`config.mk`:
```
export PLATFORM = sky130hd
export DESIGN_NAME = sdpd_core
export DESIGN_NICKNAME = d
export VERILOG_FILES = /design/src/sdpd_pkg.sv /design/src/sdpd_core.sv
export SDC_FILE = /design/constraint.sdc
export NUM_CORES = 1
export LEC_CHECK = 0
export BUFFER_PORTS_ARGS = -buffer_cell sky130_fd_sc_hd__buf_2
export CORE_ASPECT_RATIO = 0.7
export CORE_MARGIN = 2
export CORE_UTILIZATION = 45
export CTS_BUF_LIST = sky130_fd_sc_hd__clkbuf_8
export DETAILED_ROUTE_END_ITERATION = 10
export GPL_TIMING_DRIVEN = 1
export SYNTH_ARGS = -nofsm -noshare
export SYNTH_HDL_FRONTEND = slang
export SYNTH_SLANG_ARGS = --single-unit
```
`constraint.sdc`:
```
create_clock -name core_clk -period 7.9 [get_ports core_clk]
set_input_delay 1.58 -clock core_clk [delete_from_list [all_inputs] [get_ports core_clk]]
set_output_delay 1.58 -clock core_clk [all_outputs]
set_load 0.005 [all_outputs]
```
`src/sdpd_pkg.sv`:
```
// Constants, types and register map of the synthesizer divider and phase detector core.
// Summary of operation
// Prescaler 31/32 clocks 5-bit swallow, 13-bit main counter.
// Swallow takes low five bits, main takes upper thirteen.
// Ratio held in 18-bit latch from registers B, C, D.
// Ratio order: B[1:0], then C, then D.
// New ratio loads only after register D written.
// Ratio transfer aligned to divider output pulse.
// Main divider supports ratios 2048 to 262143.
// Ratio below 2048 divides by value plus 2048.
// Host may rewrite only D for adjacent channels.
// Reference divider offers 16 ratios via ref_ratio_sel.
// Codes map in order 128 up to 1920.
// Phase-frequency detector drives up or down on error.
// No error: both currents off, pump output floats.
// pump_current_select bit 5 chooses 1 mA or 0.5 mA.
// comparator_polarity inverts the up and down sense.
// Polarity 0: slow reference gives down, fast gives up.
// Unlock from up/down drives switch_out_a low.
// unlock_now_flag mirrors momentary unlock in status.
// Unlock flagged at once above 200 ns error.
// Unlock clears after six good reference cycles.
// Power-down stops synthesizer, registers stay accessible.
// Low hw_sleep_n forces power-down.
// xtal_eighth_out is crystal frequency divided by eight.
// Control part stores bytes in four 8-bit registers.
// Unlock or power dip latches alarm_pin low until read.
// Overall ratio equals the 18-bit binary value.
package sdpd_pkg;

  localparam int unsigned CLK_PERIOD_NS = 50;
  localparam int unsigned PHASE_ERR_NS  = 200;
  localparam int unsigned PHASE_ERR_CYC = (PHASE_ERR_NS + CLK_PERIOD_NS - 1) / CLK_PERIOD_NS;
  localparam int unsigned GOOD_REF_CYC  = 6;

  localparam logic [2:0] OFS_REG_A  = 3'h0;
  localparam logic [2:0] OFS_REG_B  = 3'h1;
  localparam logic [2:0] OFS_REG_C  = 3'h2;
  localparam logic [2:0] OFS_REG_D  = 3'h3;
  localparam logic [2:0] OFS_STATUS = 3'h4;

  localparam logic [7:0] RST_REG_A = 8'h0E;
  localparam logic [7:0] RST_REG_B = 8'hA5;
  localparam logic [7:0] RST_REG_C = 8'h38;
  localparam logic [7:0] RST_REG_D = 8'h80;

  localparam int unsigned A_PWR_DOWN   = 7;
  localparam int unsigned A_PUMP_CUR   = 5;
  localparam int unsigned A_REF_SEL_HI = 3;
  localparam int unsigned B_POLARITY   = 4;
  localparam int unsigned B_SWITCH_B   = 3;
  localparam int unsigned B_SWITCH_A   = 2;
  localparam int unsigned B_RATIO_HI   = 1;

  localparam int unsigned ST_UNLOCK_NOW = 4;
  localparam int unsigned ST_UNLOCK_LAT = 2;
  localparam int unsigned ST_DIP_LAT    = 1;

  localparam int unsigned RATIO_W    = 18;
  localparam int unsigned SWALLOW_W  = 5;
  localparam int unsigned MAIN_W     = 13;
  localparam int unsigned REF_W      = 11;
  localparam int unsigned PRESC_W    = 5;
  localparam int unsigned SYNC_N     = 4;
  localparam logic [RATIO_W-1:0] RATIO_FLOOR = 18'h00800;
  localparam logic [4:0] PRESC_TOP_32 = 5'h1F;
  localparam logic [4:0] PRESC_TOP_31 = 5'h1E;
  localparam logic [MAIN_W:0] SWALLOW_THR = 14'h0020;

  localparam logic [REF_W-1:0] REF_RATIO [16] = '{
    11'h080, 11'h0A0, 11'h0C0, 11'h0F0, 11'h100, 11'h140, 11'h180, 11'h1E0,
    11'h200, 11'h280, 11'h300, 11'h3C0, 11'h400, 11'h500, 11'h600, 11'h780};

  typedef struct packed {
    logic [2:0] addr;
    logic [7:0] wdata;
    logic       wr;
    logic       rd;
  } sdpd_bus_req_s;

  typedef struct packed {
    logic up;
    logic down;
    logic oe_n;
    logic hi_current;
  } sdpd_pump_s;

  typedef enum logic [1:0] {
    PFD_IDLE = 2'b00,
    PFD_UP   = 2'b01,
    PFD_DOWN = 2'b10
  } sdpd_pfd_e;

endpackage : sdpd_pkg

```
`src/sdpd_core.sv`:
```
// Divider chain, reference divider, phase detector, lock detector and register file.
//
// Chosen here: the plain strobed port and the address map.
`timescale 1ns/10ps
`default_nettype none

module sdpd_core
  import sdpd_pkg::*;
(
  input  wire logic          core_clk,          // System clock, 20 MHz.
  input  wire logic          sys_rst,           // Asynchronous reset, active high.
  input  wire sdpd_bus_req_s bus_req,           // Register request.
  output logic [7:0]         bus_rdata,         // Read data, cycle after read strobe.
  input  wire logic          rf_in,             // Amplified RF input pin.
  input  wire logic          xtal_in,           // Crystal oscillator input pin.
  input  wire logic          hw_sleep_n,        // Hardware power-down pin, active low.
  input  wire logic          power_dip,         // Supply dip detector input pin.
  output sdpd_pump_s         pump,              // Charge pump controls.
  output logic               xtal_eighth_out,   // Crystal clock divided by eight.
  output logic               switch_out_a_o,    // Open-collector A drive level.
  output logic               switch_out_a_oe_n, // Low while A is pulled low.
  output logic               switch_out_b_o,    // Open-collector B drive level.
  output logic               switch_out_b_oe_n, // Low while B is pulled low.
  output logic               alarm_pin_o,       // Open-collector alarm drive level.
  output logic               alarm_pin_oe_n     // Low while the alarm is pulled low.
);

  function automatic logic [REF_W-1:0] ref_ratio_of(input logic [3:0] sel);
    ref_ratio_of = REF_RATIO[sel];
  endfunction : ref_ratio_of

  // Pin synchronisers: stage one feeds stage two only.
  logic [SYNC_N-1:0] pin_raw;
  logic [SYNC_N-1:0] sync1_q;
  logic [SYNC_N-1:0] sync2_q;
  logic [SYNC_N-1:0] sync3_q;
  assign pin_raw = {power_dip, hw_sleep_n, xtal_in, rf_in};

  genvar gi;
  generate
    for (gi = 0; gi < SYNC_N; gi++) begin : g_sync
      always_ff @(posedge core_clk or posedge sys_rst) begin
        if (sys_rst) begin
          sync1_q[gi] <= 1'b0;
          sync2_q[gi] <= 1'b0;
          sync3_q[gi] <= 1'b0;
        end else begin
          sync1_q[gi] <= pin_raw[gi];
          sync2_q[gi] <= sync1_q[gi];
          sync3_q[gi] <= sync2_q[gi];
        end
      end
    end
  endgenerate

  logic rf_edge;
  logic xtal_edge;
  logic sleep_now;
  logic dip_rise;
  assign rf_edge   = sync2_q[0] & ~sync3_q[0];
  assign xtal_edge = sync2_q[1] & ~sync3_q[1];
  assign sleep_now = ~sync2_q[2];
  assign dip_rise  = sync2_q[3] & ~sync3_q[3];

  // Register file; every register stays writable in power-down.
  logic [7:0] reg_a_q;
  logic [7:0] reg_b_q;
  logic [7:0] reg_c_q;
  logic [7:0] reg_d_q;
  logic       wr_a;
  logic       wr_b;
  logic       wr_c;
  logic       wr_d;
  logic       rd_status;
  assign wr_a      = bus_req.wr & (bus_req.addr == OFS_REG_A);
  assign wr_b      = bus_req.wr & (bus_req.addr == OFS_REG_B);
  assign wr_c      = bus_req.wr & (bus_req.addr == OFS_REG_C);
  assign wr_d      = bus_req.wr & (bus_req.addr == OFS_REG_D);
  assign rd_status = bus_req.rd & (bus_req.addr == OFS_STATUS);

  always_ff @(posedge core_clk or posedge sys_rst) begin
    if (sys_rst) begin
      reg_a_q <= RST_REG_A;
      reg_b_q <= RST_REG_B;
      reg_c_q <= RST_REG_C;
      reg_d_q <= RST_REG_D;
    end else begin
      if (wr_a) reg_a_q <= bus_req.wdata;
      if (wr_b) reg_b_q <= bus_req.wdata;
      if (wr_c) reg_c_q <= bus_req.wdata;
      if (wr_d) reg_d_q <= bus_req.wdata;
    end
  end

  logic pwr_down;
  assign pwr_down = reg_a_q[A_PWR_DOWN] | sleep_now;

  // Ratio latch. Only a write of the low byte arms the transfer, so B and C may be written first in any order.
  logic [RATIO_W-1:0] ratio_new;
  logic [RATIO_W-1:0] ratio_fix;
  logic [RATIO_W-1:0] latch_q;
  logic [RATIO_W-1:0] act_q;
  logic               pend_q;
  assign ratio_new = {reg_b_q[B_RATIO_HI:0], reg_c_q, bus_req.wdata};
  assign ratio_fix = (ratio_new < RATIO_FLOOR) ? (ratio_new | RATIO_FLOOR) : ratio_new;

  // Pulse-swallow divider. Main counter runs N..0, so N+1 prescaler cycles per output.
  // The prescaler uses 32 while main + swallow >= 32, else 31, which sums to 32N+R.
  logic [PRESC_W-1:0]   presc_q;
  logic [MAIN_W-1:0]    main_q;
  logic [MAIN_W-1:0]    n_act;
  logic [SWALLOW_W-1:0] r_act;
  logic [MAIN_W:0]      mod_sum;
  logic [PRESC_W-1:0]   presc_top;
  logic                 presc_wrap;
  logic                 var_pulse;
  assign n_act      = act_q[RATIO_W-1:SWALLOW_W];
  assign r_act      = act_q[SWALLOW_W-1:0];
  assign mod_sum    = {1'b0, main_q} + {{(MAIN_W-SWALLOW_W+1){1'b0}}, r_act};
  assign presc_top  = (mod_sum >= SWALLOW_THR) ? PRESC_TOP_32 : PRESC_TOP_31;
  assign presc_wrap = rf_edge & ~pwr_down & (presc_q == presc_top);
  assign var_pulse  = presc_wrap & (main_q == '0);

  always_ff @(posedge core_clk or posedge sys_rst) begin
    if (sys_rst) begin
      latch_q <= '0;
      pend_q  <= 1'b0;
    end else if (wr_d) begin
      latch_q <= ratio_fix;
      pend_q  <= 1'b1;
    end else if (var_pulse | pwr_down) begin
      pend_q  <= 1'b0;
    end
  end

  always_ff @(posedge core_clk or posedge sys_rst) begin
    if (sys_rst) begin
      act_q   <= RATIO_FLOOR;
      presc_q <= '0;
      main_q  <= '0;
    end else if (pwr_down) begin
      // Preload a full count so the first output after wake-up spans a whole ratio, not one prescaler cycle.
      if (pend_q) act_q <= latch_q;
      presc_q <= '0;
      main_q  <= pend_q ? latch_q[RATIO_W-1:SWALLOW_W] : n_act;
    end else if (rf_edge) begin
      if (presc_wrap) begin
        presc_q <= '0;
        if (main_q == '0) begin
          if (pend_q) begin
            act_q  <= latch_q;
            main_q <= latch_q[RATIO_W-1:SWALLOW_W];
          end else begin
            main_q <= n_act;
          end
        end else begin
          main_q <= main_q - 1'b1;
        end
      end else begin
        presc_q <= presc_q + 1'b1;
      end
    end
  end

  // Reference divider and crystal-over-eight output.
  logic [REF_W-1:0] ref_q;
  logic [REF_W-1:0] ref_top;
  logic             ref_pulse;
  logic [2:0]       eighth_q;
  assign ref_top   = ref_ratio_of(reg_a_q[A_REF_SEL_HI:0]) - 1'b1;
  assign ref_pulse = xtal_edge & ~pwr_down & (ref_q >= ref_top);

  always_ff @(posedge core_clk or posedge sys_rst) begin
    if (sys_rst) begin
      ref_q    <= '0;
      eighth_q <= '0;
    end else begin
      if (xtal_edge) eighth_q <= eighth_q + 1'b1;
      if (pwr_down) ref_q <= '0;
      else if (ref_pulse) ref_q <= '0;
      else if (xtal_edge) ref_q <= ref_q + 1'b1;
    end
  end

  // Three-state detector: a leading reference edge opens the up state and a leading RF edge the down state.
  // Simultaneous edges cancel, which keeps the dead zone out of the loop.
  sdpd_pfd_e pfd_q;
  sdpd_pfd_e pfd_d;
  always_comb begin
    pfd_d = pfd_q;
    case (pfd_q)
      PFD_IDLE: begin
        if (ref_pulse & ~var_pulse) pfd_d = PFD_UP;
        else if (var_pulse & ~ref_pulse) pfd_d = PFD_DOWN;
      end
      PFD_UP: begin
        if (var_pulse) pfd_d = PFD_IDLE;
      end
      PFD_DOWN: begin
        if (ref_pulse) pfd_d = PFD_IDLE;
      end
      default: pfd_d = PFD_IDLE;
    endcase
    if (pwr_down) pfd_d = PFD_IDLE;
  end

  always_ff @(posedge core_clk or posedge sys_rst) begin
    if (sys_rst) pfd_q <= PFD_IDLE;
    else pfd_q <= pfd_d;
  end

  logic fast_ref;
  logic slow_ref;
  logic polarity;
  assign fast_ref = (pfd_q == PFD_UP);
  assign slow_ref = (pfd_q == PFD_DOWN);
  assign polarity = reg_b_q[B_POLARITY];

  sdpd_pump_s pump_q;
  always_ff @(posedge core_clk or posedge sys_rst) begin
    if (sys_rst) begin
      pump_q <= '{up: 1'b0, down: 1'b0, oe_n: 1'b1, hi_current: 1'b0};
    end else begin
      pump_q.up         <= polarity ? slow_ref : fast_ref;
      pump_q.down       <= polarity ? fast_ref : slow_ref;
      pump_q.oe_n       <= ~(fast_ref | slow_ref);
      pump_q.hi_current <= reg_a_q[A_PUMP_CUR];
    end
  end
  assign pump = pump_q;

  // Lock detector: error width counted in core cycles, good reference periods counted to release.
  logic [2:0] err_q;
  logic [2:0] good_q;
  logic       big_err_q;
  logic       unlock_q;
  logic       err_active;
  logic       err_over;
  assign err_active = fast_ref | slow_ref;
  assign err_over   = err_active & (err_q >= 3'(PHASE_ERR_CYC));

  always_ff @(posedge core_clk or posedge sys_rst) begin
    if (sys_rst) begin
      err_q     <= '0;
      good_q    <= '0;
      big_err_q <= 1'b0;
      unlock_q  <= 1'b0;
    end else begin
      if (!err_active) err_q <= '0;
      else if (!err_over) err_q <= err_q + 1'b1;
      if (err_over) begin
        unlock_q  <= 1'b1;
        good_q    <= '0;
        big_err_q <= 1'b1;
      end else if (ref_pulse) begin
        big_err_q <= 1'b0;
        if (!big_err_q) begin
          if (good_q >= 3'(GOOD_REF_CYC - 1)) unlock_q <= 1'b0;
          else good_q <= good_q + 1'b1;
        end else begin
          good_q <= '0;
        end
      end
    end
  end

  // Alarm and latched status bits; a new event in the reading cycle wins over the clear.
  logic unlock_rise;
  logic unlock_dly_q;
  logic unlock_lat_q;
  logic dip_lat_q;
  assign unlock_rise = unlock_q & ~unlock_dly_q;

  always_ff @(posedge core_clk or posedge sys_rst) begin
    if (sys_rst) begin
      unlock_dly_q <= 1'b0;
      unlock_lat_q <= 1'b0;
      dip_lat_q    <= 1'b0;
    end else begin
      unlock_dly_q <= unlock_q;
      if (unlock_rise) unlock_lat_q <= 1'b1;
      else if (rd_status) unlock_lat_q <= 1'b0;
      if (dip_rise) dip_lat_q <= 1'b1;
      else if (rd_status) dip_lat_q <= 1'b0;
    end
  end

  logic [7:0] status;
  always_comb begin
    status                = 8'h00;
    status[ST_UNLOCK_NOW] = unlock_q;
    status[ST_UNLOCK_LAT] = unlock_lat_q;
    status[ST_DIP_LAT]    = dip_lat_q;
  end

  logic [7:0] rsel;
  logic [7:0] rdata_q;
  assign rsel = (bus_req.addr == OFS_REG_A)  ? reg_a_q :
                (bus_req.addr == OFS_REG_B)  ? reg_b_q :
                (bus_req.addr == OFS_REG_C)  ? reg_c_q :
                (bus_req.addr == OFS_REG_D)  ? reg_d_q :
                (bus_req.addr == OFS_STATUS) ? status  : 8'h00;

  logic sw_a_q;
  logic sw_b_q;
  logic alarm_q;
  always_ff @(posedge core_clk or posedge sys_rst) begin
    if (sys_rst) begin
      rdata_q <= 8'h00;
      sw_a_q  <= 1'b0;
      sw_b_q  <= 1'b0;
      alarm_q <= 1'b0;
    end else begin
      rdata_q <= bus_req.rd ? rsel : 8'h00;
      sw_a_q  <= unlock_q | ~reg_b_q[B_SWITCH_A];
      sw_b_q  <= ~reg_b_q[B_SWITCH_B];
      alarm_q <= unlock_lat_q | dip_lat_q;
    end
  end

  assign bus_rdata         = rdata_q;
  assign xtal_eighth_out   = eighth_q[2];
  assign switch_out_a_o    = 1'b0;
  assign switch_out_a_oe_n = ~sw_a_q;
  assign switch_out_b_o    = 1'b0;
  assign switch_out_b_oe_n = ~sw_b_q;
  assign alarm_pin_o       = 1'b0;
  assign alarm_pin_oe_n    = ~alarm_q;

endmodule : sdpd_core

`default_nettype wire

```
======== Word-level counts from Yosys, hierarchy flattened ========
Memory sizes are Yosys's and may differ from the RTL's.
Cells that the tools add are included.
storage, ports and cells
  register bits ........................... 140
  latch bits .............................. 0
  RAM bits ................................ 0
  ROM bits ................................ 176
  bits of input ports ..................... 19
  output and inout port bits .............. 19
  logic and storage cells ................. 171
  memories kept ........................... 1
operators by class
  add/subtract/negate cells ............... 8
  $mul .................................... 0
  divide/modulo/power cells ............... 0
  order comparisons ....................... 6
  equality and inequality tests ........... 13
  shifts and indexed selects .............. 0
  muxes and demuxes ....................... 51
  bitwise logic cells ..................... 37
  reduce and logical (&&, ||, !) cells .... 17
memories
  memory           words  bits a word  rd ports  clocked after Yosys merged registers in  wr ports  line             text
  (no name shown)  16     11           1         0                                        0         sdpd_core.sv:29  ref_ratio_of = REF_RATIO[sel];
operator list
  operator               count
  $mux 18                5
  $mux 13                5
  $mux 11                5
  $mux 8                 5
  $mux 5                 4
  $lt 18x12->1 const B   1
  $mux 3                 6
  $and 1x1->1            17
  $reduce_bool 2->1      8
  $add 13x5->14          1
  $ge 14x6->1 const B    1
  $mux 1                 14
  $not 1->1              14
  $logic_not 13->1       1
  $sub 13x1->13 const B  1
  $mux 12                1
  $add 11x1->11 const B  1
  $ge 11x11->1           1
  $sub 11x1->11 const B  1
  $mux 2                 5
  $add 3x1->3 const B    3
  $ne 3x3->1 const B     3
  $reduce_and 3->1       3
  $eq 3x2->1 const B     2
  other kinds (18)       24

======== Depth between registers and ports, before layout ========
Gate-level depths: netlist of run 1.
  depth in word-level cells ............... 13
  mapped depth ............................ 18
  gate-level depth less buffers ........... 17

======== Least setup slack after synthesis of run 1 ========
OpenSTA, ideal clock, no wires.
  path type ............................... register to register
  start point ............................. register reg_a_q[1]
  end point ............................... register pfd_q[0]
  library setup time ...................... 0.066 ns
  data arrival time ....................... 3.810 ns
  data required time ...................... 7.834 ns
  path slack .............................. 4.024 ns
  stages on the path, launching flop included .. 19
  path buffers ............................ 1
  period minus slack after synthesis ...... 3.876 ns
  path through ............................ dfstp_2 -> clkbuf_1 -> nor2b_1 -> nand2_1 -> ha_1 -> nand3b_1 -> o21ai_0 -> a221o_1 -> ha_1 -> a21o_1 -> a21o_1 -> a21oi_1 -> o21ai_0 -> nand3_1 -> inv_1 -> ha_1 -> nand3b_1 -> a211oi_1 -> a22o_1
on the way
  longest elaborated chain between the ends .. 11
  elaborated cells between the ends (all ways) .. 16
  those cells by class .................... add/sub: 1; order compare: 1; eq/ne: 2; mux: 5; bitwise: 5; reduce/logical: 1; memory: 1
ends and longest elaborated chain
  item                                           line                                text
  start: declaration                             sdpd_core.sv:66                     logic [7:0] reg_a_q;
  start signal: assignment                       sdpd_core.sv:88                     if (wr_a) reg_a_q <= bus_req.wdata;
  $not 4->5 (not written as such) *              sdpd_core.sv:29
  $mem_v2 16x11 *                                --
  $mux 11 (not written as such) * (2 in series)  sdpd_core.sv:29
  $sub 11x1->11 *                                sdpd_core.sv:170                    assign ref_top = ref_ratio_of(reg_a_q[A_REF_SEL_HI:0]) - 1'b1;
  $ge 11x11->1 *                                 sdpd_core.sv:171                    assign ref_pulse = xtal_edge & ~pwr_down & (ref_q >= ref_top);
  $and 1x1->1 *                                  sdpd_core.sv:171
  $and 1x1->1 or $not 1->1 (tied branches)       sdpd_core.sv:193, sdpd_core.sv:194
  $mux 2 or $and 1x1->1 (tied branches)          sdpd_core.sv:193, sdpd_core.sv:194
  $pmux 2 s3 or $ne 4x4->1 (tied branches)       --
  $mux 2 or $reduce_and 3->1 (tied branches)     --
  end signal: assignment                         sdpd_core.sv:209                    else pfd_q <= pfd_d;
  end: declaration                               sdpd_core.sv:187                    sdpd_pfd_e pfd_q;
Every way passes the cells marked *; elsewhere a longest branch is shown, timed or not. The select of a mux whose other input is x is not followed.
A chain may end at the register's enable or synchronous reset.

======== Worst setup path in the final report of run 1 ========
  start point ............................. register reg_a_q[0]
  end point ............................... register pfd_q[1]
The elaborated chain is that of the path after synthesis.

==> results of run 1 <==
-- synth_stat cells, drive strengths merged, types with 6 or more instances --
cell / count
dfstp: 13
clkbuf: 17
nand4: 7
nor2b: 10
buf: 10
or3: 7
dfrtp: 120
nand2: 34
mux2i: 14
nor2: 40
nand2b: 6
a211oi: 9
nor3: 12
nor4: 6
a21oi: 31
mux2: 71
ha: 24
xor2: 12
nand3: 20
inv: 23
o21ai: 30
-- layout make-up --
cell class	instances	area [µm²]	share of cell area (%)
clock buffer	17	234	3.19
inverter	23	91.3	1.25
tap	195	244	3.33
clock inverter	15	155	2.12
multi-input combinational	407	3060	41.7
sequential	133	3340	45.6
timing repair buffer	39	208	2.83
-- layer usage --
metal	wire (µm)	track usage (%)	up-vias
met2	6410	30.1	97
met1	7080	28.1	2314
met3	498	3.77	23
met4	243	7.55	0
li1	-	-	2172
met5	0	0	-
-- cells by family (layout without fill, tap and decap cells) --
logic type	Yosys count	count (layout)
fa+ha+maj	25	25
other cells	1	3
mux	88	88
flops	133	133
compound gates	112	112
simple gates	162	162
buf+inv	50	94
xor+xnor	17	17
-- state kept, by name (all words and copies together), names as in the netlist, 4 cells and up --
register / cells
reg_c_q: 8
reg_d_q: 8
presc_q: 5
act_q: 18
pump: 4
ref_q: 11
sync2_q: 4
sync1_q: 4
latch_q: 11
reg_b_q: 8
bus_rdata: 8
reg_a_q: 8
main_q: 13
-- worst reg2reg max path, stage by stage, from the launching register on --
cell and delay, ns:
dfrtp_1 0.58, nor2b_1 0.28, nand2_1 0.12, ha_1 0.27
nand3b_1 0.12, o21ai_0 0.09, a221o_1 0.36, ha_1 0.30
a21o_1 0.19, a21o_1 0.17, a21oi_1 0.18, o21ai_0 0.23
nand3_1 0.26, inv_1 0.14, ha_1 0.33, a2bb2oi_1 0.13
o22ai_1 0.12, a22o_1 0.26
-- path summary, 6_finish.rpt --
check | cells after the start | end | from
setup / recovery | 17 | pfd_q[1] | reg_a_q[0]
hold / removal | 0 | sync2_q[3] | sync1_q[3]
setup reg to reg | 17 | pfd_q[1] | reg_a_q[0]
hold reg to reg | 0 | sync2_q[3] | sync1_q[3]
max in group asynchronous | 3 | main_q[11] | sys_rst
min in group asynchronous | 2 | eighth_q[2] | sys_rst
-- report_power, final --
group	switching (mW)	leakage, nW	internal, mW
Sequential	0.157	1.65	0.844
Clock	0.281	0.198	0.282
Combinational	0.265	1.41	0.264
Total	0.703	3.26	1.39
-- per-stage QoR --
step	worst slack, ns	cell area (µm²)	utilization (%)	std cells
final	3.65	7330	50.5	829
after global routing	3.31	7330	50.5	829
after CTS	3.70	7330	50.5	829
after detailed placement	3.79	6950	47.8	797
after global placement	3.99	6950	47.8	797
after floorplan	2.79	6630	-	590
==> out/results.md, run 1 <==
| Stage | Quantity | Reported |
| --- | --- | --- |
| global routing | Global-route usage over all layers | 19.8% |
| sta | Worst clock skew | 0.0156 ns |
| sta | Total setup violations reported at the end of the flow | 0 |
| layout | Final-stage net count | 665 |
| layout | Antenna Diode Count | 0 |
| floorplanning | Number of standard-cell rows in the floorplan | 37 |
| global routing | Global-route wire length before repair | 24.2 mm |
| sta | Hold Fails Final Rpt | 0 |
| logic synthesis | Synth Register Bits | 133 |
| floorplanning | Die Span X | 149 µm |
| route | Post-DR wirelength/cell | 17.2 µm |
| logic synthesis | EDFF count, synth | 0 |
| route | DRT Wirelength | 14.2 mm |
| pwr | Static Leakage | 3.26 nW |
| floorplanning | Area of the placeable core | 14,500 µm² |
| pwr | Worst supply voltage drop on vdd | 0.000155 V |
| clocking | H-tree depth reported by CTS | 4 |
| clocking | TritonCTS clock tree | built |
| place | Final weighted congestion of routability-driven global placement | 0.887 |
| sta | Worst Max-Slew Pin Slew | 1.06 ns |
| sta | RSZ-0062 raised after global routing | false |
| logic synthesis | Post-Synth XOR/XNOR Area | 2.25% |
| floorplanning | Die span in y | 106 µm |
| run status | Run status | finished, final reports clean |
| setup path | Largest fanout on the critical path | 11 |
| layout | Fill cells | 1,311 |
| clocking | Sinks on Clock Net | 133 |
| route | Routed vias/inst | 5.56 |
| pwr | Power density relative to cell area | 285 nW/µm² |
| logic synthesis | Number of synthesis warnings | 0 |
| clocking | Clock insertion delay at the later pin of the skew report | 0.44 ns |
| sta | Final period util | 53.8% |
| logic synthesis | Predominant post-synthesis flop cell | dfrtp_1 |
| layout | Commonest non-fill, non-tap cells in the layout | dfrtp_1, mux2_2, nor2_1, nand2_1, buf_2 |
| global routing | Remaining Overflow, GRT | 0 |
| clocking | Number of buffers created by CTS | 17 |
| setup path | Reg-to-reg setup timing slack | 3.65 ns |
| setup path | Critical Setup Path Class | reg -> reg |
| clocking | Clock Root Buffer | clkbuf_8 |
| logic synthesis | Area fraction of the dominant cell type after synthesis | 45.3% |
| sta | Min cycle time layout | 4.25 ns |
| setup path | CP bufs+invs | 1 |
| route | DRC violation count after routing | 0 |
| setup path | Critical path's most frequent cell | ha_1 |
| setup path | Critical path startpoint category | flop |
| logic synthesis | Post-Syn Instances | 588 |
| setup path | Slowest cell delay on critical path | 0.58 ns |
| setup path | Required time reported for the critical path endpoint | 8.22 ns |
| clocking | CTS clock-pin slew for the worst setup and hold paths | 0.08 ns |
| layout | Layout overhead on the synthesized area | 10.7% |
| route | Initial detailed-routing violation count | 221 |
| sta | Relative max-transition margin | 29.4% |
| clocking | CTS Hold Buffers Added | 0 |
| layout | Share of cells above drive strength 1 | 26.5% |
| logic synthesis | Mux share of post-synthesis cell area | 15.8% |
| logic synthesis | Cells taking the most area after synthesis | dfrtp_1, mux2_2, dfstp_2, ha_1, a21oi_1 |
| floorplanning | Initial Utilization | 45.6% |
| place | Total of buffers placed on input and output ports | 34 |
| global routing | Maximum number of pins on one net before global-route repair | 74 |
| sta | Final Slew Violations | 0 |
| setup path | Data arrival, critical path | 4.57 ns |
| setup path | Kind of end point of the critical path | flop |
| logic synthesis | Share of async-settable or async-resettable flops after synthesis | 100% |
| worst hold path | Worst hold path type | reg -> reg |
| sta | Setup TNS Final | 0 ns |
| setup path | Slowest library cell on the worst path | dfrtp_1 |
| route | Number of nets still failing antenna checks after routing | 0 |
| floorplanning | Full die area | 15,700 µm² |
| setup path | Cell-by-cell listing of the critical path | nor2b_1 -> nand2_1 -> ha_1 -> nand3b_1 -> o21ai_0 -> a221o_1 -> ha_1 -> a21o_1 -> a21o_1 -> a21oi_1 -> o21ai_0 -> nand3_1 -> inv_1 -> ha_1 -> a2bb2oi_1 -> o22ai_1 -> a22o_1 |
| clocking | Quantity of gates resized following cts | 0 |
| logic synthesis | Largest area contributor in the netlist | dfrtp_1 |
| global routing | Initial antenna violation count | 0 |
| clocking | Number of buffers inserted by post-CTS setup repair | 0 |
| logic synthesis | Fraction of the mapped netlist area in simple logic gates | 12.2% |
| layout | Most frequent standard cell in the layout excluding fill and tap cells | dfrtp_1 |
| place | HPWL after detailed placement | 9.94 mm |
| logic synthesis | Per-instance average area after synthesis | 11.3 µm² |
| floorplanning | Number of primary I/O pins | 38 |
| logic synthesis | Cell area after synthesis | 6620 µm² |
| route | First drt pass iteration count | 5 |
| logic synthesis | Dominant combinational cell family by area after synthesis | multiplexers |
| run | Max-cap viol count | 0 |
| logic synthesis | Distinct cells, synth | 64 |
| pwr | Total chip power | 2.09 mW |
| logic synthesis | Adder-Cell Fraction of Synth Area | 4.84% |
| logic synthesis | Area fraction in compound gates after synthesis | 10.9% |
| sta | Post-route worst hold slack | 0.354 ns |
| clocking | Longest Clk Path Bufs | 2 |
| sta | Highest clock rate | 0.235 GHz |
| logic synthesis | Sequential-to-total area share from yosys stat | 50.5% |
| setup path | Family with the most delay on the worst path | compound AO/OA/AOI/OAI gates |
| route | Total via count in the routed design | 4,606 |
| global routing | Vias in the first global route | 4,763 |
(Power assumes the default switching activity.)
==> run 2, diff against run 1 <==
--- a/config.mk
+++ b/config.mk
@@ -5,6 +5,7 @@
 export SDC_FILE = /design/constraint.sdc
 export NUM_CORES = 1
 export LEC_CHECK = 0
+export ABC_AREA = 1
 export BUFFER_PORTS_ARGS = -buffer_cell sky130_fd_sc_hd__buf_2
 export CORE_ASPECT_RATIO = 0.7
 export CORE_MARGIN = 2
==> constraint.sdc (replaced) <==
create_clock -name core_clk -period 4.4 [get_ports core_clk]
set_input_delay 0.88 -clock core_clk [delete_from_list [all_inputs] [get_ports core_clk]]
set_output_delay 0.88 -clock core_clk [all_outputs]
set_load 0.005 [all_outputs]
==> out/results.md, run 2 <==
| Stage | Quantity | Reported |
| --- | --- | --- |
| run status | Run status | finished, final reports clean |
| sta | Final period util | 82.2% |
| logic synthesis | Share of async-settable or async-resettable flops after synthesis | 100% |
| sta | Total setup violations reported at the end of the flow | 0 |
| floorplanning | Die span in y | 106 µm |
| pwr | Static Leakage | 3.67 nW |
| setup path | Worst setup path startpoint | reg_a_q[2] |
| setup path | Slowest cell delay on critical path | 0.56 ns |
| setup path | Critical path startpoint category | flop |
| place | Post-Place Setup Slack | 0.831 ns |
| pwr | Combinational share of power | 26.3% |
| setup path | CP bufs+invs | 6 |
| layout | Largest registers ranked by flip-flop count | act_q (18), main_q (13) |
| sta | Hold Fails Final Rpt | 0 |
| global routing | Initial antenna violation count | 0 |
| layout | Share of cells above drive strength 1 | 13.8% |
| sta | RSZ-0062 raised after global routing | false |
| logic synthesis | Cell area after synthesis | 6730 µm² |
| clocking | Quantity of gates resized following cts | 0 |
| layout | Antenna Diode Count | 0 |
| floorplanning | Initial Utilization | 45.9% |
| floorplanning | Number of primary I/O pins | 38 |
| floorplanning | Number of standard-cell rows in the floorplan | 37 |
| global routing | Layer carrying the most global-route usage | met1 |
| sta | Fin worst setup slack | 0.781 ns |
| logic synthesis | EDFF count, synth | 0 |
| global routing | Met2 track demand over resource | 30.5% |
| layout | Final-stage net count | 876 |
| global routing | Remaining Overflow, GRT | 0 |
| place | HPWL after detailed placement | 11.9 mm |
| setup path | Reg-to-reg startpoint | reg_a_q[2] |
| setup path | Family with the most delay on the worst path | simple AND/OR/NAND/NOR gates |
| route | Number of nets still failing antenna checks after routing | 0 |
| pwr | Sw frac | 35.0% |
| layout | Post-route cell area | 7570 µm² |
| global routing | Vias in the first global route | 5,207 |
| clocking | Clock insertion delay at the later pin of the skew report | 0.43 ns |
| logic synthesis | Cells taking the most area after synthesis | dfrtp_1, nand2_1, o21ai_0, inv_1, dfstp_2 |
| global routing | Maximum number of pins on one net before global-route repair | 63 |
| setup path | Cell-by-cell listing of the critical path | inv_1 -> nand2_1 -> nor2_1 -> inv_1 -> nor2_1 -> inv_1 -> ha_1 -> inv_1 -> nor3_1 -> xnor2_1 -> ha_1 -> nand2_1 -> nor3_1 -> nand2_1 -> o2111ai_1 -> nand3_1 -> inv_1 -> ha_1 -> nand3_1 -> o21ai_0 -> inv_1 -> nand2_1 -> nand2_1 -> nand2_1 |
| logic synthesis | Number of synthesis warnings | 0 |
| logic synthesis | Most used standard cell by instance count after synthesis | nand2_1 |
| setup path | Data arrival, critical path | 3.95 ns |
| route | DRC violation count after routing | 0 |
| route | Routed vias/inst | 5.22 |
| worst hold path | Hold wc startpoint | sync1_q[0] |
| sta | Post-route worst hold slack | 0.352 ns |
| run | Max-cap viol count | 0 |
| clocking | Clock Root Buffer | clkbuf_8 |
| setup path | Critical Setup Path Class | reg -> reg |
| sta | Highest clock rate | 0.276 GHz |
| clocking | Longest Clk Path Bufs | 2 |
| route | DRT Wirelength | 15.9 mm |
| floorplanning | Die Span X | 150 µm |
| floorplanning | Full die area | 16,000 µm² |
| clocking | CTS Hold Buffers Added | 0 |
| logic synthesis | Per-instance average area after synthesis | 8.49 µm² |
| pwr | Power density relative to cell area | 540 nW/µm² |
| clocking | Sinks on Clock Net | 133 |
| pwr | Clock network power share | 30.5% |
| layout | Max FFs per register | 18 |
| logic synthesis | Post-Syn Instances | 793 |
| layout | Layout overhead on the synthesized area | 12.4% |
| setup path | Slowest library cell on the worst path | dfstp_2 |
| setup path | Largest fanout on the critical path | 4 |
| global routing | Met3 Usage GRT | 4.85% |
| clocking | H-tree depth reported by CTS | 4 |
| global routing | Met1 global-route usage | 32.9% |
| pwr | NetSw | 1.43 mW |
| clocking | Number of buffers created by CTS | 17 |
| global routing | Global-route wire length before repair | 26.7 mm |
| sta | Worst clock skew | 0.0105 ns |
| clocking | Number of buffers inserted by post-CTS setup repair | 0 |
| layout | Biggest register | act_q |
| floorplanning | Area of the placeable core | 14,700 µm² |
| layout | Commonest non-fill, non-tap cells in the layout | nand2_1, dfrtp_1, inv_1, o21ai_0, nor2_1 |
| pwr | Power share of the sequential group | 43.2% |
| global routing | Global-route usage over all layers | 21.4% |
| sta | Final Slew Violations | 0 |
| logic synthesis | Largest area contributor in the netlist | dfrtp_1 |
| logic synthesis | Sequential-to-total area share from yosys stat | 49.7% |
| sta | Min cycle time layout | 3.62 ns |
| setup path | Required time reported for the critical path endpoint | 4.73 ns |
| logic synthesis | Distinct cells, synth | 45 |
| place | DP Area | 7080 µm² |
| place | Final weighted congestion of routability-driven global placement | 0.839 |
| place | Total of buffers placed on input and output ports | 34 |
| pwr | Internal power summed over all cells | 2.65 mW |
| clocking | CTS clock-pin slew for the worst setup and hold paths | 0.08 ns |
| setup path | Kind of end point of the critical path | flop |
| worst hold path | Worst hold path type | reg -> reg |
| pwr | Worst supply voltage drop on vdd | 0.000238 V |
| sta | Relative max-transition margin | 40.2% |
| route | Post-DR wirelength/cell | 15.3 µm |
| logic synthesis | Synth Register Bits | 133 |
| route | Total via count in the routed design | 5,429 |
| layout | Most frequent standard cell in the layout excluding fill and tap cells | nand2_1 |
| pwr | Total chip power | 4.08 mW |
| sta | Setup TNS Final | 0 ns |
| logic synthesis | Area fraction of the dominant cell type after synthesis | 44.6% |
| clocking | TritonCTS clock tree | built |
| logic synthesis | Most used standard cells in the synthesized netlist | nand2_1, dfrtp_1, inv_1 |
| logic synthesis | Predominant post-synthesis flop cell | dfrtp_1 |
| route | Initial detailed-routing violation count | 458 |
| sta | Worst Max-Slew Pin Slew | 0.895 ns |
| route | First drt pass iteration count | 5 |
-- run 2: kinds of logic after synthesis --
family | synth area share (%)
xor+xnor | 2.73
compound gates | 14.1
buf+inv | 7.51
simple gates | 20.8
mux | 0.297
flops | 49.7
other cells | 0.0557
fa+ha+maj | 4.76
-- run 2: layout make-up --
type	instances	area, µm²
Sequential cell	133	3340
Clock buffer	17	234
Tap cell	195	244
Timing Repair Buffer	39	220
Fill cell	1372	7110
Inverter	101	383
Multi-Input combinational cell	540	2890
Clock inverter	15	253
-- run 2: power groups by stage --
stage               logic (mW)  registers (mW)  clock network (mW)
floorplan                0.827            1.70                   0
global placement          1.04            1.77                   0
detailed placement        1.07            1.78                   0
CTS                       1.08            1.76                1.27
global route              1.24            1.81                1.32
finish                    1.07            1.76                1.25
-- run 2: final timing paths --
kind | end | slack [ns] | cells past startpoint
max | pfd_q[1] | 0.78 | 24
min | sync2_q[0] | 0.35 | 0
max reg2reg | pfd_q[1] | 0.78 | 24
min reg2reg | sync2_q[0] | 0.35 | 0
max in group asynchronous | reg_c_q[3] | 2.82 | 3
min in group asynchronous | main_q[10] | 0.62 | 2
-- run 2: metrics by stage --
step | util [%] | std cells
6_report | 51.6 | 1040
5_1_grt | 51.6 | 1040
4_1_cts | 51.6 | 1040
3_5_place_dp | 48.2 | 1008
3_3_place_gp | 48.2 | 1008
2_1_floorplan | - | 795
-- run 2: routing by layer --
layer,up-vias,share of wire (%)
met5,-,0
met4,0,0.93
met3,14,5.6
met2,145,43
met1,2592,51
li1,2678,-
==> run 3, diff against run 2 <==
--- a/config.mk
+++ b/config.mk
@@ -5,7 +5,7 @@
 export SDC_FILE = /design/constraint.sdc
 export NUM_CORES = 1
 export LEC_CHECK = 0
-export ABC_AREA = 1
+export ABC_AREA = 0
 export BUFFER_PORTS_ARGS = -buffer_cell sky130_fd_sc_hd__buf_2
 export CORE_ASPECT_RATIO = 0.7
 export CORE_MARGIN = 2
==> constraint.sdc (replaced) <==
create_clock -name core_clk -period 3.2 [get_ports core_clk]
set_input_delay 0.64 -clock core_clk [delete_from_list [all_inputs] [get_ports core_clk]]
set_output_delay 0.64 -clock core_clk [all_outputs]
set_load 0.005 [all_outputs]
==> out/results.md, run 3 (same netlist as run 1, synthesis figures left out) <==
| Stage | Quantity | Reported |
| --- | --- | --- |
| run status | Run status | finished with violations |
| run status | Violations in the final reports | setup timing |
| place | HPWL after detailed placement | 10.7 mm |
| layout | Fill cells | 1,286 |
| floorplanning | Number of standard-cell rows in the floorplan | 37 |
| run | Max-cap viol count | 0 |
| sta | Highest clock rate | 0.295 GHz |
| floorplanning | Area of the placeable core | 14,500 µm² |
| route | Initial detailed-routing violation count | 231 |
| sta | Worst Max-Slew Pin Slew | 0.724 ns |
| sta | Fin worst setup slack | -0.185 ns |
| route | Routed vias/inst | 5.43 |
| floorplanning | Number of primary I/O pins | 38 |
| layout | Most frequent standard cell in the layout excluding fill and tap cells | dfrtp_1 |
| global routing | Remaining Overflow, GRT | 0 |
| clocking | Number of buffers created by CTS | 17 |
| global routing | Global-route usage over all layers | 20.1% |
| clocking | CTS Hold Buffers Added | 0 |
| clocking | H-tree depth reported by CTS | 4 |
| route | Total via count in the routed design | 4,754 |
| setup path | Kind of end point of the critical path | flop |
| place | Count of placed standard cells including taps | 834 |
| layout | Share of cells above drive strength 1 | 36.6% |
| floorplanning | Die Span X | 149 µm |
| global routing | Initial antenna violation count | 0 |
| setup path | Number of cells on the worst reg-to-reg path | 17 |
| layout | Max FFs per register | 18 |
| layout | Area occupied by multi-input gates | 3310 µm² |
| layout | Layout overhead on the synthesized area | 19.8% |
| sta | RSZ-0062 raised after global routing | true |
| global routing | Global-route wire length before repair | 24.8 mm |
| place | Post-Place Setup Slack | -0.170 ns |
| layout | Antenna Diode Count | 0 |
| global routing | Maximum number of pins on one net before global-route repair | 78 |
| pwr | Total chip power | 5.60 mW |
| setup path | Data arrival, critical path | 3.75 ns |
| setup path | Largest fanout on the critical path | 6 |
| sta | Min cycle time layout | 3.38 ns |
| sta | Final period util | 106% |
| clocking | CTS clock-pin slew for the worst setup and hold paths | 0.08 ns |
| route | First drt pass iteration count | 5 |
| global routing | Vias in the first global route | 4,773 |
| floorplanning | Initial Utilization | 45.6% |
| setup path | Critical path startpoint category | flop |
| sta | Final Slew Violations | 0 |
| route | DRC violation count after routing | 0 |
| pwr | Worst supply voltage drop on vdd | 0.000362 V |
| clocking | TritonCTS clock tree | built |
| sta | Hold Fails Final Rpt | 0 |
| setup path | Critical Setup Path Class | reg -> reg |
| layout | Commonest non-fill, non-tap cells in the layout | dfrtp_1, mux2_2, buf_4, nor2_1, buf_2 |
| route | DRT Wirelength | 14.9 mm |
| clocking | Clock insertion delay at the later pin of the skew report | 0.42 ns |
| sta | Total setup violations reported at the end of the flow | 20 |
| layout | Number of standard cells in the layout, taps in and fillers out | 875 |
| layout | Largest registers ranked by flip-flop count | act_q (18), main_q (13) |
| place | Total of buffers placed on input and output ports | 34 |
| place | Final weighted congestion of routability-driven global placement | 0.868 |
| route | Number of nets still failing antenna checks after routing | 0 |
| sta | Relative max-transition margin | 51.5% |
| layout | Final-stage net count | 711 |
| floorplanning | Full die area | 15,700 µm² |
| sta | Worst clock skew | 0.0117 ns |
| setup path | Reg-to-reg setup timing slack | -0.18 ns |
| clocking | Longest Clk Path Bufs | 2 |
| setup path | Required time reported for the critical path endpoint | 3.57 ns |
| pwr | Power density relative to cell area | 706 nW/µm² |
| route | Post-DR wirelength/cell | 17.1 µm |
| floorplanning | Die span in y | 106 µm |
| pwr | Static Leakage | 3.49 nW |
| layout | Register cell area after layout | 3350 µm² |
| clocking | Clock Root Buffer | clkbuf_8 |
| layout | Biggest register | act_q |
| worst hold path | Worst hold path type | in -> async |
| clocking | Sinks on Clock Net | 133 |
[run 3: cell types whose count changed in the layout (fill, tap and decap cells not counted), sizes merged, moves of 7 or more]
cell | before | now
mux2i | 2 | 14
nor2b | 0 | 10
a21oi | 17 | 31
mux2 | 0 | 71
or3 | 0 | 7
buf | 39 | 85
nand3 | 53 | 20
inv | 102 | 29
o21ai | 103 | 30
nor2 | 64 | 40
nand2 | 193 | 34
a211oi | 2 | 9
[run 3: worst max-delay path, stage by stage (launching register included)]
cell and delay [ns]:
dfstp_2 0.57, nor2b_4 0.16, nand2_2 0.08, ha_4 0.19, nand3b_1 0.08, o21ai_1 0.07, a221o_1 0.38, ha_4 0.24
a21o_1 0.15, a21o_1 0.16, a21oi_2 0.16, o21ai_2 0.09, nand3_2 0.10, inv_2 0.06, ha_4 0.23, nand3b_1 0.21
a211oi_2 0.24, a22o_1 0.15
[run 3: final cells by class]
class | count | area share, %
timing repair buffer | 85 | 7.28
clock inverter | 14 | 1.47
tap | 195 | 3.07
multi-input combinational | 407 | 41.7
inverter | 23 | 1.14
clock buffer | 18 | 3.12
sequential | 133 | 42.2
[run 3: worst paths after layout]
check	from	to
worst max register to register	reg_a_q[1]	pfd_q[1]
worst max-delay path	reg_a_q[1]	pfd_q[1]
worst min-delay path	sys_rst	pump[0]
worst min register to register	sync1_q[3]	sync2_q[3]
min in group core_clk	power_dip	sync1_q[3]
max in group asynchronous	sys_rst	pump[1]
[run 3: timing repair]
action	in CTS	in global routing
endpoints found under the setup margin	22	31
resized for setup	12	22
gates cloned	0	0
pin swaps	9	17
setup buffers	3	6
[run 3: power by group]
part / internal, mW / leakage, nW / switching, mW
Clock: 0.577 / 0.175 / 0.734
Combinational: 0.993 / 1.67 / 0.874
Sequential: 2.08 / 1.65 / 0.339
Total: 3.66 / 3.49 / 1.95
[run 3: per-layer routing]
layer | global-route usage, % | share of wire [%] | vias to the layer above
met5 | 0 | 0 | -
met1 | 30.0 | 51 | 2382
li1 | - | - | 2262
met4 | 4.83 | 0.71 | 0
met3 | 5.24 | 4.4 | 11
met2 | 29.2 | 44 | 99
[run 3: metrics by stage]
stage | hold WS (ns) | setup TNS, ns | utilization, % | area [µm²]
after detailed placement | 0.337 | -1.18 | 50.2 | 7300
after floorplan | 0.331 | -1.57 | - | 6700
after CTS | 0.286 | -1.52 | 53.3 | 7740
after global routing | 0.276 | -4.12 | 54.6 | 7940
final | 0.304 | -1.48 | 54.6 | 7940
after global placement | 0.334 | -0.174 | 50.2 | 7300
